[src/design/iobpg_pkg.sv]
// Operation
// RULE1: peripheral asserts one of four active-low interrupt requests at sync time
// RULE2: processor ranks interrupt line 0 highest, then 1, 2, 3
// RULE3: third add-to-memory cycle flags overflow when like signs sum to opposite sign
// RULE4: peripheral samples the overflow flag to learn its stored sum is wrong
// RULE5: processor sources channel enable as a steady level daisy chained along bus
// RULE6: each peripheral may break the channel chain for all that follow
// RULE7: peripheral takes enable on chain input and passes it on chain output
// RULE8: peripheral requests a channel only while its incoming enable is true
// RULE9: requesting peripheral drops downstream enable at once; position resolves ties; the stand-in drops it on a channel request only
// RULE10: processor asserts channel grant when it acknowledges a channel request
// RULE11: granted peripheral drives word count address for three-cycle transfers
// RULE12: granted peripheral drives memory address for one-cycle transfers
// RULE13: channel request alone means multicycle, increment or add-to-memory
// RULE14: channel request with one-cycle request means single-cycle input transfer
// RULE15: peripheral places interrupt entry address on bus upon interrupt grant
// RULE16: each interrupt level has its own chain enable gating requests
// RULE17: one-cycle request without channel request means outgoing single-cycle transfer
// RULE18: granted peripheral releases request and restores chain after acceptance
package iobpg_pkg;
  localparam int IOBPG_LEVELS = 4;
  localparam int IOBPG_WORD   = 18;
  localparam int IOBPG_SIGN   = IOBPG_WORD - 1;
  localparam logic [1:0] IOBPG_ADD_CYCLE = 2'h2; // third cycle, counted from zero

  typedef enum logic [1:0] {
    IOBPG_XFER_NONE,
    IOBPG_XFER_OUT1,
    IOBPG_XFER_MULTI,
    IOBPG_XFER_IN1
  } iobpg_xfer_t;

  // active-low request pins as seen on the bus
  typedef struct packed {
    logic [IOBPG_LEVELS-1:0] intr_req_b;
    logic                    chan_req_b;
    logic                    one_cycle_req_b;
  } iobpg_req_t;

  typedef struct packed {
    logic [IOBPG_LEVELS-1:0] intr_grant;
    logic                    chan_grant;
  } iobpg_grant_t;
endpackage

[src/design/iobpg_arbiter.sv]
`timescale 1ns/1ps
module iobpg_arbiter (
  // clock and reset
  input  wire logic                          clk,
  input  wire logic                          rst_b,
  // bus requests, sampled at io_sync
  input  wire logic                          io_sync,
  input  wire iobpg_pkg::iobpg_req_t         bus_req,
  // processor side acknowledge and release
  input  wire logic                          accept,
  input  wire logic                          done,
  // add-to-memory operands and cycle
  input  wire logic [1:0]                    add_cycle,
  input  wire logic [iobpg_pkg::IOBPG_WORD-1:0] add_a,
  input  wire logic [iobpg_pkg::IOBPG_WORD-1:0] add_b,
  // bus outputs
  output logic [iobpg_pkg::IOBPG_LEVELS-1:0] interrupt_chain_enable,
  output logic                               channel_chain_enable,
  output iobpg_pkg::iobpg_grant_t            grant,
  output iobpg_pkg::iobpg_xfer_t             xfer_kind,
  output logic                               add_overflow_flag,
  output logic                               busy
);
  import iobpg_pkg::*;

  // chains are steady levels; no break inside the processor
  assign interrupt_chain_enable = '1; // see RULE5
  assign channel_chain_enable   = 1'h1; // see RULE5

  // request decode, active-low pins turned round
  wire logic [IOBPG_LEVELS-1:0] intr_req = ~bus_req.intr_req_b;
  wire logic chan_req = ~bus_req.chan_req_b;
  wire logic one_req  = ~bus_req.one_cycle_req_b;

  // pairing of the two channel pins into a transfer kind
  function automatic iobpg_xfer_t kind_of(input logic c, input logic s);
    case ({c, s})
      2'h2:    kind_of = IOBPG_XFER_MULTI; // see RULE13
      2'h3:    kind_of = IOBPG_XFER_IN1;   // see RULE14
      2'h1:    kind_of = IOBPG_XFER_OUT1;  // see RULE17
      default: kind_of = IOBPG_XFER_NONE;
    endcase
  endfunction

  // fixed priority, lowest index wins; a level is picked only when
  // no level above it requests, so ties never yield two grants
  logic [IOBPG_LEVELS-1:0] intr_pick;
  logic [IOBPG_LEVELS-1:0] intr_above;
  genvar lv;
  generate
    for (lv = 0; lv < IOBPG_LEVELS; lv++) begin : g_pick
      if (lv == 0) begin : g_top
        assign intr_above[lv] = 1'h0;
      end else begin : g_rest
        assign intr_above[lv] = intr_above[lv-1] | intr_req[lv-1];
      end
      assign intr_pick[lv] = intr_req[lv] & ~intr_above[lv]; // see RULE2
    end
  endgenerate

  // channel service outranks interrupts; a channel request standing at every take keeps interrupts from ever being granted
  wire logic chan_any = chan_req | one_req;
  wire logic take = io_sync & accept & ~busy;
  iobpg_grant_t next_grant;
  assign next_grant.chan_grant = chan_any; // see RULE10
  assign next_grant.intr_grant = chan_any ? '0 : intr_pick;

  // grant stands from acceptance until the processor ends the service
  // done wins over a take in the same cycle; requests while busy are dropped
  always_ff @(posedge clk or negedge rst_b) begin
    if (!rst_b) begin
      grant     <= '0;
      xfer_kind <= IOBPG_XFER_NONE;
      busy      <= 1'h0;
    end else if (done) begin
      grant     <= '0;
      xfer_kind <= IOBPG_XFER_NONE;
      busy      <= 1'h0;
    end else if (take && (chan_any || |intr_req)) begin
      grant     <= next_grant;
      xfer_kind <= kind_of(chan_req, one_req);
      busy      <= 1'h1;
    end
  end

  // one's complement overflow: like signs in, other sign out
  logic [IOBPG_WORD:0] raw_sum;
  logic [IOBPG_WORD-1:0] sum;
  assign raw_sum = {1'b0, add_a} + {1'b0, add_b};
  assign sum = raw_sum[IOBPG_WORD-1:0] + {{(IOBPG_WORD-1){1'h0}}, raw_sum[IOBPG_WORD]};
  wire logic ovf = (add_a[IOBPG_SIGN] == add_b[IOBPG_SIGN]) &&
                   (sum[IOBPG_SIGN] != add_a[IOBPG_SIGN]);
  wire logic ovf_cycle = busy && (xfer_kind == IOBPG_XFER_MULTI) &&
                         (add_cycle == IOBPG_ADD_CYCLE);

  always_ff @(posedge clk or negedge rst_b) begin
    if (!rst_b) begin
      add_overflow_flag <= 1'h0;
    end else begin
      add_overflow_flag <= ovf_cycle & ovf; // see RULE3
    end
  end

  // checks on the grant path, the decode and the overflow flag

  // never two grants at once
  chk_grant_onehot: assert property (@(posedge clk) disable iff (!rst_b) // see RULE2
    $onehot0({grant.intr_grant, grant.chan_grant}))
    else $error("more than one grant active");

  // level zero beats every other level
  chk_intr_priority: assert property (@(posedge clk) disable iff (!rst_b) // see RULE2
    (take && !chan_any && !done && intr_req[0]) |=> grant.intr_grant[0])
    else $error("level zero not granted first");

  // level one wins when level zero is quiet
  chk_intr_second: assert property (@(posedge clk) disable iff (!rst_b) // see RULE2
    (take && !chan_any && !done && !intr_req[0] && intr_req[1]) |=> grant.intr_grant[1])
    else $error("level one not granted");

  // level two wins when the two above are quiet
  chk_intr_third: assert property (@(posedge clk) disable iff (!rst_b) // see RULE2
    (take && !chan_any && !done && intr_req[1:0] == 2'h0 && intr_req[2]) |=> grant.intr_grant[2])
    else $error("level two not granted");

  // level three only when it alone requests
  chk_intr_last: assert property (@(posedge clk) disable iff (!rst_b) // see RULE2
    (take && !chan_any && !done && intr_req[2:0] == 3'h0 && intr_req[3]) |=> grant.intr_grant[3])
    else $error("level three not granted");

  // a level is granted only if it asked
  chk_intr_requested: assert property (@(posedge clk) disable iff (!rst_b) // see RULE2
    (take && !chan_any && !done) |=> (grant.intr_grant & ~$past(intr_req)) == '0)
    else $error("unrequested level granted");

  // channel request is acknowledged by the grant
  chk_chan_grant: assert property (@(posedge clk) disable iff (!rst_b) // see RULE10
    (take && chan_any && !done) |=> grant.chan_grant && busy)
    else $error("channel request not granted");

  // channel service shuts out interrupt grants
  chk_chan_first: assert property (@(posedge clk) disable iff (!rst_b) // see RULE10
    (take && chan_any && !done) |=> grant.intr_grant == '0)
    else $error("interrupt granted over channel");

  // a grant stands while busy; new requests are refused
  chk_grant_hold: assert property (@(posedge clk) disable iff (!rst_b) // see RULE10
    (busy && !done) |=> $stable(grant) && $stable(xfer_kind))
    else $error("grant changed during service");

  // done ends the service on the next edge
  chk_done_clear: assert property (@(posedge clk) disable iff (!rst_b) // see RULE10
    done |=> !busy && grant == '0 && xfer_kind == IOBPG_XFER_NONE)
    else $error("service not released by done");

  // no grant shown while idle
  chk_idle_quiet: assert property (@(posedge clk) disable iff (!rst_b) // see RULE10
    !busy |-> grant == '0)
    else $error("grant shown while idle");

  // without a take the processor stays idle
  chk_no_take: assert property (@(posedge clk) disable iff (!rst_b) // see RULE10
    (!busy && !take) |=> !busy)
    else $error("grant without sync and accept");

  // both channel pins mean single cycle input
  chk_kind_in: assert property (@(posedge clk) disable iff (!rst_b) // see RULE14
    (take && chan_req && one_req && !done) |=> xfer_kind == IOBPG_XFER_IN1)
    else $error("input single cycle misdecoded");

  // channel pin alone means multicycle family
  chk_kind_multi: assert property (@(posedge clk) disable iff (!rst_b) // see RULE13
    (take && chan_req && !one_req && !done) |=> xfer_kind == IOBPG_XFER_MULTI)
    else $error("multicycle misdecoded");

  // one-cycle pin alone means single cycle output
  chk_kind_out: assert property (@(posedge clk) disable iff (!rst_b) // see RULE17
    (take && !chan_req && one_req && !done) |=> xfer_kind == IOBPG_XFER_OUT1)
    else $error("output single cycle misdecoded");

  // flag only after a qualifying third add cycle
  chk_ovf_cycle: assert property (@(posedge clk) disable iff (!rst_b) // see RULE3
    add_overflow_flag |-> $past(ovf_cycle) && $past(ovf))
    else $error("overflow flagged outside third add cycle");

  // every qualifying overflow is flagged
  chk_ovf_set: assert property (@(posedge clk) disable iff (!rst_b) // see RULE3
    (ovf_cycle && ovf) |=> add_overflow_flag)
    else $error("overflow not flagged");

  // flag needs operands of like sign
  chk_ovf_like: assert property (@(posedge clk) disable iff (!rst_b) // see RULE3
    add_overflow_flag |-> $past(add_a[IOBPG_SIGN]) == $past(add_b[IOBPG_SIGN]))
    else $error("overflow flagged for unlike signs");

  // chains are steady levels from the processor
  chk_chain_level: assert property (@(posedge clk) disable iff (!rst_b) // see RULE5
    channel_chain_enable && &interrupt_chain_enable)
    else $error("chain enable dropped by processor");

endmodule

[config.mk]
export PLATFORM = sky130hd
export DESIGN_NAME = iobpg_arbiter
export DESIGN_NICKNAME = d
export VERILOG_FILES = /design/src/design/iobpg_pkg.sv /design/src/design/iobpg_arbiter.sv
export SDC_FILE = /design/constraint.sdc
export NUM_CORES = 1
export LEC_CHECK = 0
export ABC_AREA = 1
export ABC_CLOCK_PERIOD_IN_PS = 3100
export BUFFER_PORTS_ARGS = -buffer_cell sky130_fd_sc_hd__buf_2
export CORE_AREA = 5 5 63 65
export DETAILED_ROUTE_END_ITERATION = 16
export DIE_AREA = 0 0 68 70
export HOLD_SLACK_MARGIN = 0.12
export PLACE_DENSITY = 0.82
export SYNTH_ARGS = -nofsm -noshare
export SYNTH_HDL_FRONTEND = slang
export SYNTH_SLANG_ARGS = --single-unit
[constraint.sdc]
create_clock -name clk -period 3.1 [get_ports clk]
set_input_delay 0.62 -clock clk [delete_from_list [all_inputs] [get_ports clk]]
set_output_delay 0.62 -clock clk [all_outputs]
set_load 0.01 [all_outputs]
==> results of run 1 <==
==> how the worst max path moves through the flow <==
stage / from / end / cells after the start
floorplan: add_a[0] / add_overflow_flag / 16
global placement: add_a[0] / add_overflow_flag / 17
detailed placement: add_a[0] / add_overflow_flag / 17
CTS: add_a[0] / add_overflow_flag / 17
global route: add_a[0] / add_overflow_flag / 17
finish: add_a[0] / add_overflow_flag / 17
==> kinds of logic after synthesis <==
kind of cell	count (synthesis)	synth area share [%]
other	1	0.223
DFF	9	13.4
and+or+nand+nor	187	47.3
AOI/OAI and AO/OA	28	9.73
buffers and inverters	59	14.3
xor gates and xnor gates	1	0.520
adders and majority gates	19	14.6
==> per-stage QoR <==
step	cells	setup WS [ns]	power, mW	hold WS, ns	instance area (um2)
after floorplan	308	0.790	0.333	0.324	1700
after global placement	406	0.603	0.408	0.463	2000
after detailed placement	406	0.530	0.413	0.468	2000
after CTS	410	0.807	0.508	0.191	2030
after global routing	410	0.520	0.559	0.198	2030
final	410	0.782	0.507	0.192	2030
==> report_power, final <==
part	switching, mW	leakage, nW	internal (mW)
registers	0.00230	0.124	0.121
logic	0.179	1.13	0.111
clock network	0.0435	0.0150	0.0498
==> layer usage <==
| layer | vias up | routed length [um] | track usage, % |
|---|---|---|---|
| met4 | 0 | 32 | 6.18 |
| li1 | 1073 | - | - |
| met1 | 897 | 1910 | 24.0 |
| met5 | - | 0 | 0 |
| met2 | 74 | 2210 | 33.1 |
| met3 | 5 | 323 | 2.72 |
==> worst max-delay path, stage by stage <==
cell     delay, ns
buf_2         0.10
ha_1          0.24
fa_1          0.45
nand2_2       0.11
nand2_2       0.07
nand3_1       0.09
nand2_1       0.07
nand2_1       0.08
nand2_1       0.07
nand2_1       0.07
nand2_1       0.05
nor2_1        0.09
nand2_1       0.06
nor2_2        0.10
nand3_1       0.09
nand2_1       0.09
nor2_2        0.03
==> state kept, by name, indices dropped and copies added (netlist names) <==
name	count
add_overflow_flag	1
grant	5
busy	1
xfer_kind	2
==> final cells by class <==
cell class              instances  area share [%]
repair buffers                 57            14.0
multi-input cells             240            60.8
inverters                      54            9.98
clock buffers                   4            1.29
well taps                      46            2.83
flip-flops and latches          9            11.1
==> cell usage in the layout (no fill, tap or decap) <==
cell / count
a21oi_1: 14
a21oi_2: 1
a32o_1: 1
and2_1: 2
buf_2: 57
clkbuf_1: 1
clkbuf_4: 3
conb_1: 5
dfrtp_1: 9
fa_1: 1
ha_1: 18
inv_1: 53
inv_2: 1
nand2_1: 114
nand2_2: 3
nand3_1: 25
nand3_2: 2
nand3b_1: 3
nand4_1: 4
nor2_1: 27
nor2_2: 3
nor3_1: 2
nor4_1: 1
o2111ai_1: 1
o21ai_0: 6
o21bai_1: 1
o22ai_1: 1
o31ai_1: 3
or2_4: 1
xor2_1: 1
==> summary.md, run 1 <==
| Metric | Value |
|---|---|
| Total number of vias | slightly above 2,000 |
| Synth top cells by count | 114 x nand2_1, 53 x inv_1, 27 x nor2_1 |
| Clock Skew | ~0.00083 ns |
| Initial antenna violation count | 0 |
| First-pass GRT wire length | around 7.4 mm |
| Mapped Area | between 1500 and 2000 um2 |
| Final Wtd Congestion | roughly 0.89 |
| Area leader, netlist | nand2_1 |
| Final Hold Fails | 0 |
| Lkg Pwr | approximately 1.3 nW |
| Crit. End Element | register |
| # Max-Cap Violations | 0 |
| Netlist cell types | 28 |
| Gate Count Post-Synth | 304 |
| Initial DRC count | 90 |
| Most frequent cell after synthesis | nand2_1 |
| Fmax | approximately 430 MHz |
| # clock sinks | 9 |
| Post-layout util | around three fifths |
| CTS H-tree depth | 1 |
| Reg2reg path depth | 5 |
| Tcrit/Tclk final | 74.8% |
| CTS tree | done |
| Num ports | between 60 and 70 |
| Total grt overflow | 0 |
| CTS Buf Count | 3 |
| Seq/Total Area, Yosys | a little over an eighth |
| Die Width | 68 um |
| Setup Crit Path Kind | in2reg |
| Die span in y | roughly 70 um |
| Crit-path max FO | 4 |
| Initial Utilization | 51.3% |
| Top_reg_cell synth | dfrtp_1 |
| Hold buffers post-CTS | 0 |
| Resized Gates After CTS | 0 |
| WP data arrival | 2.48 ns |
| FF-to-FF End | grant[3] |
| Status | complete, no violations |
| Area of the core | 3280 um2 |
| Ranking of synthesized cells by area | nand2_1 25%, dfrtp_1 13%, ha_1 13% |
| Setup violators final | 0 |
| CTS root buffer | clkbuf_4 |
| Max Slew Vio Count | 0 |
| Crit path time final | 2.32 ns |
| Fill count | around 340 |
| Worst R2R Start | busy |
| RSZ-0062 raised after global routing | no |
| Drt drc | 0 |
| 1st-pass router iterations | 5 |
| Synth async-reset ratio | 100% |
| Clock transition at path regs | 0.06 ns |
| Yosys top cell area share | about a quarter |
| Antenna-violating nets left | 0 |
| Vias in the first global route | around 1,900 |
| Share of layout cells above drive strength 1 | around a fifth |
| Reg area | between 200 and 250 um2 |
| Global-route usage over all layers | approximately a fifth |
| Syn avg cell area | 5.54 um2 |
| Yosys reg bits | 9 |
| HP Class | in2async |
| VDD IR max | 0.205 mV |
| Post-DP HPWL | 3.94 mm |
| Num rows | 21 |
| Worst skew pair latency | 0.27 ns |
| Setup TNS | 0 ns |
| Pwr dens | 250 nW/um2 |
| Syn-to-layout area delta | 20.6% |
| DIE AREA | 4760 um2 |
| DR vias/cell | 5.00 |
| Clk buf depth | 2 |
| IO Port Bufs | 57 |
| Post-synth EDFFs | 0 |
| CP required | 3.26 ns |
| Synth Warn # | 0 |
| Critical path launch point type | input port |
| Ant. Diodes | 0 |
| Final WL | 4.48 mm |
| Post-CTS Setup Repair Bufs | 0 |
| Largest net degree at the start of global routing | 10 |
| Final net count | 433 |
| Multi-input gate area | about 1200 um2 |
| Reg2Reg Setup Slack | approximately 1.8 ns |
| Avg WL per Cell | around 11 um |
Power figures use the tool's default switching activity.
==> run 2: changes to the inputs <==
- ABC_CLOCK_PERIOD_IN_PS: 3100 -> 1900
- CORE_AREA: 5 5 63 65 -> 5 5 68 70
- DIE_AREA: 0 0 68 70 -> 0 0 73 75
- PLACE_DENSITY: 0.82 -> 0.74
- clock period: 3.1 -> 1.9 ns (I/O delays scaled with it)
==> run 2 against run 1 <==
The run now ends with setup timing left. Worst hold slack better by 0.15 ns. Clock-buffer cell count is the same. Routed wire length increased by 5.7%. Sequential share of layout area fell by 1.6 points. Flip-flop and latch count did not move. Global-route usage decreased by 1.4 points. Register-to-register slack worse by 1.2 ns. Cell area is 16% higher. Die area up 15%. Critical path type unchanged.
==> summary.md, run 2 (same netlist as run 1, synthesis figures left out) <==
| Metric | Value |
|---|---|
| Total grt overflow | 0 |
| Pwr dens | ~420 nW/um2 |
| Setup violators final | 1 |
| First-pass GRT wire length | 7.93 mm |
| Cell mode on critical path | nand2_1 |
| Status | finished with violations |
| Routed wl met3 | around 250 um |
| DIE AREA | about 5500 um2 |
| CTS H-tree depth | 1 |
| Max reg flops | 5 |
| CTS Buf Count | 3 |
| Syn-to-layout area delta | 40.2% |
| Clock transition at path regs | roughly 0.040 ns |
| Antenna-violating nets left | 0 |
| Tcrit/Tclk final | 101% |
| Post-CTS Setup Repair Bufs | 0 |
| DP Cell Count | 433 |
| Worst path cell trace | buf_2 -> ha_4 -> fa_2 -> nand3_2 -> nor2_1 -> nand3_1 -> nor2_1 -> nand3_1 -> nor2_1 -> nand2_1 -> nor2_2 -> nand2_1 -> nand2_1 -> nand2_1 -> nor2_2 |
| Final Wtd Congestion | about 0.88 |
| Initial Utilization | 43.0% |
| # clock sinks | 9 |
| IO Port Bufs | 57 |
| Share of layout cells above drive strength 1 | roughly 29% |
| Top reg by flops | grant |
| Crit path time final | around 1.9 ns |
| Avg WL per Cell | 10.8 um |
| Commonest non-fill, non-tap cell in the layout | nand2_1 |
| Final net count | ~460 |
| Hold path depth | 2 |
| Drt drc | 0 |
| Post-place setup slack | -0.298 ns |
| Top Layer Used | met4 |
| VDD IR max | a little over 0.4 mV |
| Total number of vias | between 2,000 and 2,500 |
| Total power | 1.00 mW |
| CTS tree | done |
| Post-layout util | about three fifths |
| Slowest CP cell | fa_2 |
| Violated checks | setup timing |
| Final Hold Fails | 0 |
| 1st-pass router iterations | 4 |
| Met2 routed wirelength | about 2.3 mm |
| Crit. End Element | register |
| Ant. Diodes | 0 |
| Die Width | between 70 and 80 um |
| DR vias/cell | between 4 and 5 |
| Initial antenna violation count | 0 |
| CP required | about 2 ns |
| Critical path launch point type | input port |
| Final WL | about 4.7 mm |
| Crit-path max FO | 2 |
| Metal-1 WL | around 2.1 mm |
| Clock Skew | a little over 0.002 ns |
| Num ports | 63 |
| Most frequent cells in the layout | 109 x nand2_1, 57 x buf_2, 53 x inv_1 |
| Global-route usage over all layers | between 10% and 20% |
| # Max-Cap Violations | 0 |
| Die span in y | roughly 75 um |
| Vias in the first global route | 1,980 |
| RSZ-0062 raised after global routing | yes |
| Biggest regs | grant: 5 flops, xfer_kind: 2 flops |
| Largest net degree at the start of global routing | 10 |
| Area of the core | 3910 um2 |
| Worst skew pair latency | 0.23 ns |
| Lkg Pwr | roughly 1.4 nW |
| Slowest Stage Delay on Critical Path | 0.52 ns |
| WP data arrival | between 2 and 2.5 ns |
| CTS root buffer | clkbuf_8 |
| Initial DRC count | between 70 and 80 |
| Post-DP HPWL | about 4 mm |
| Fmax | just over 500 MHz |
| Clk buf depth | 2 |
| Final worst slack | -0.0252 ns |
| Setup Crit Path Kind | in2reg |
| Post-Layout Cell Count | approximately 440 |
| Num rows | 23 |
| HP Class | in2reg |
| Max Slew Vio Count | 0 |
| Reg2reg path depth | 5 |
run 2: stage by stage:
step	hold WS (ns)	setup TNS (ns)	area, um2
3_5_place_dp	0.243	-0.298	2200
2_1_floorplan	0.0844	-0.0184	1720
4_1_cts	0.340	-0.0341	2270
3_3_place_gp	0.242	-0.263	2200
6_report	0.338	-0.0252	2360
5_1_grt	0.351	-0.197	2360
run 2: worst max-delay path: cells and delay by family:
family                   cells  cell delay (ns)
adder cells (fa/ha/maj)      2             0.68
buffers and inverters        1             0.11
AND/OR/NAND/NOR             12             0.92
run 2: what timing repair did:
action | CTS | global route
hold buffers | 1 | 0
pin swaps | 2 | 3
cloned | 0 | 0
gates resized for setup | 3 | 17
endpoints found under the hold margin | 9 | 0
endpoints found under the setup margin | 1 | 1
run 2: worst paths after layout:
| kind | start | slack (ns) | endpoint |
|---|---|---|---|
| setup reg to reg | busy | 0.56 | grant[4] |
| setup / recovery | add_a[0] | -0.03 | add_overflow_flag |
| min in group asynchronous | rst_b | 0.52 | busy |
| max in group asynchronous | rst_b | 1.20 | grant[3] |
| hold / removal | done | 0.34 | busy |
| hold reg to reg | grant[3] | 0.48 | grant[3] |
run 2: power breakdown:
part	switching, mW	leakage [nW]	internal, mW	total, mW
registers	0.00369	0.124	0.198	0.202
logic	0.324	1.25	0.256	0.580
clock network	0.0739	0.0228	0.146	0.220
total	0.402	1.40	0.600	1.00
run 2: final cells by class:
type / instances / area, um2
fill: 409 / 1550
multi-input combinational: 240 / 1360
timing repair buffer: 81 / 468
sequential: 9 / 225
inverter: 54 / 203
tap: 50 / 62.6
clock buffer: 4 / 45.0
run 2: metal layers:
metal  track usage (%)  vias to the layer above
li1                  -                     1115
met2              34.4                       52
met4              3.07                        0
met3              1.20                        7
met5                 0                        -
met1              21.9                      879
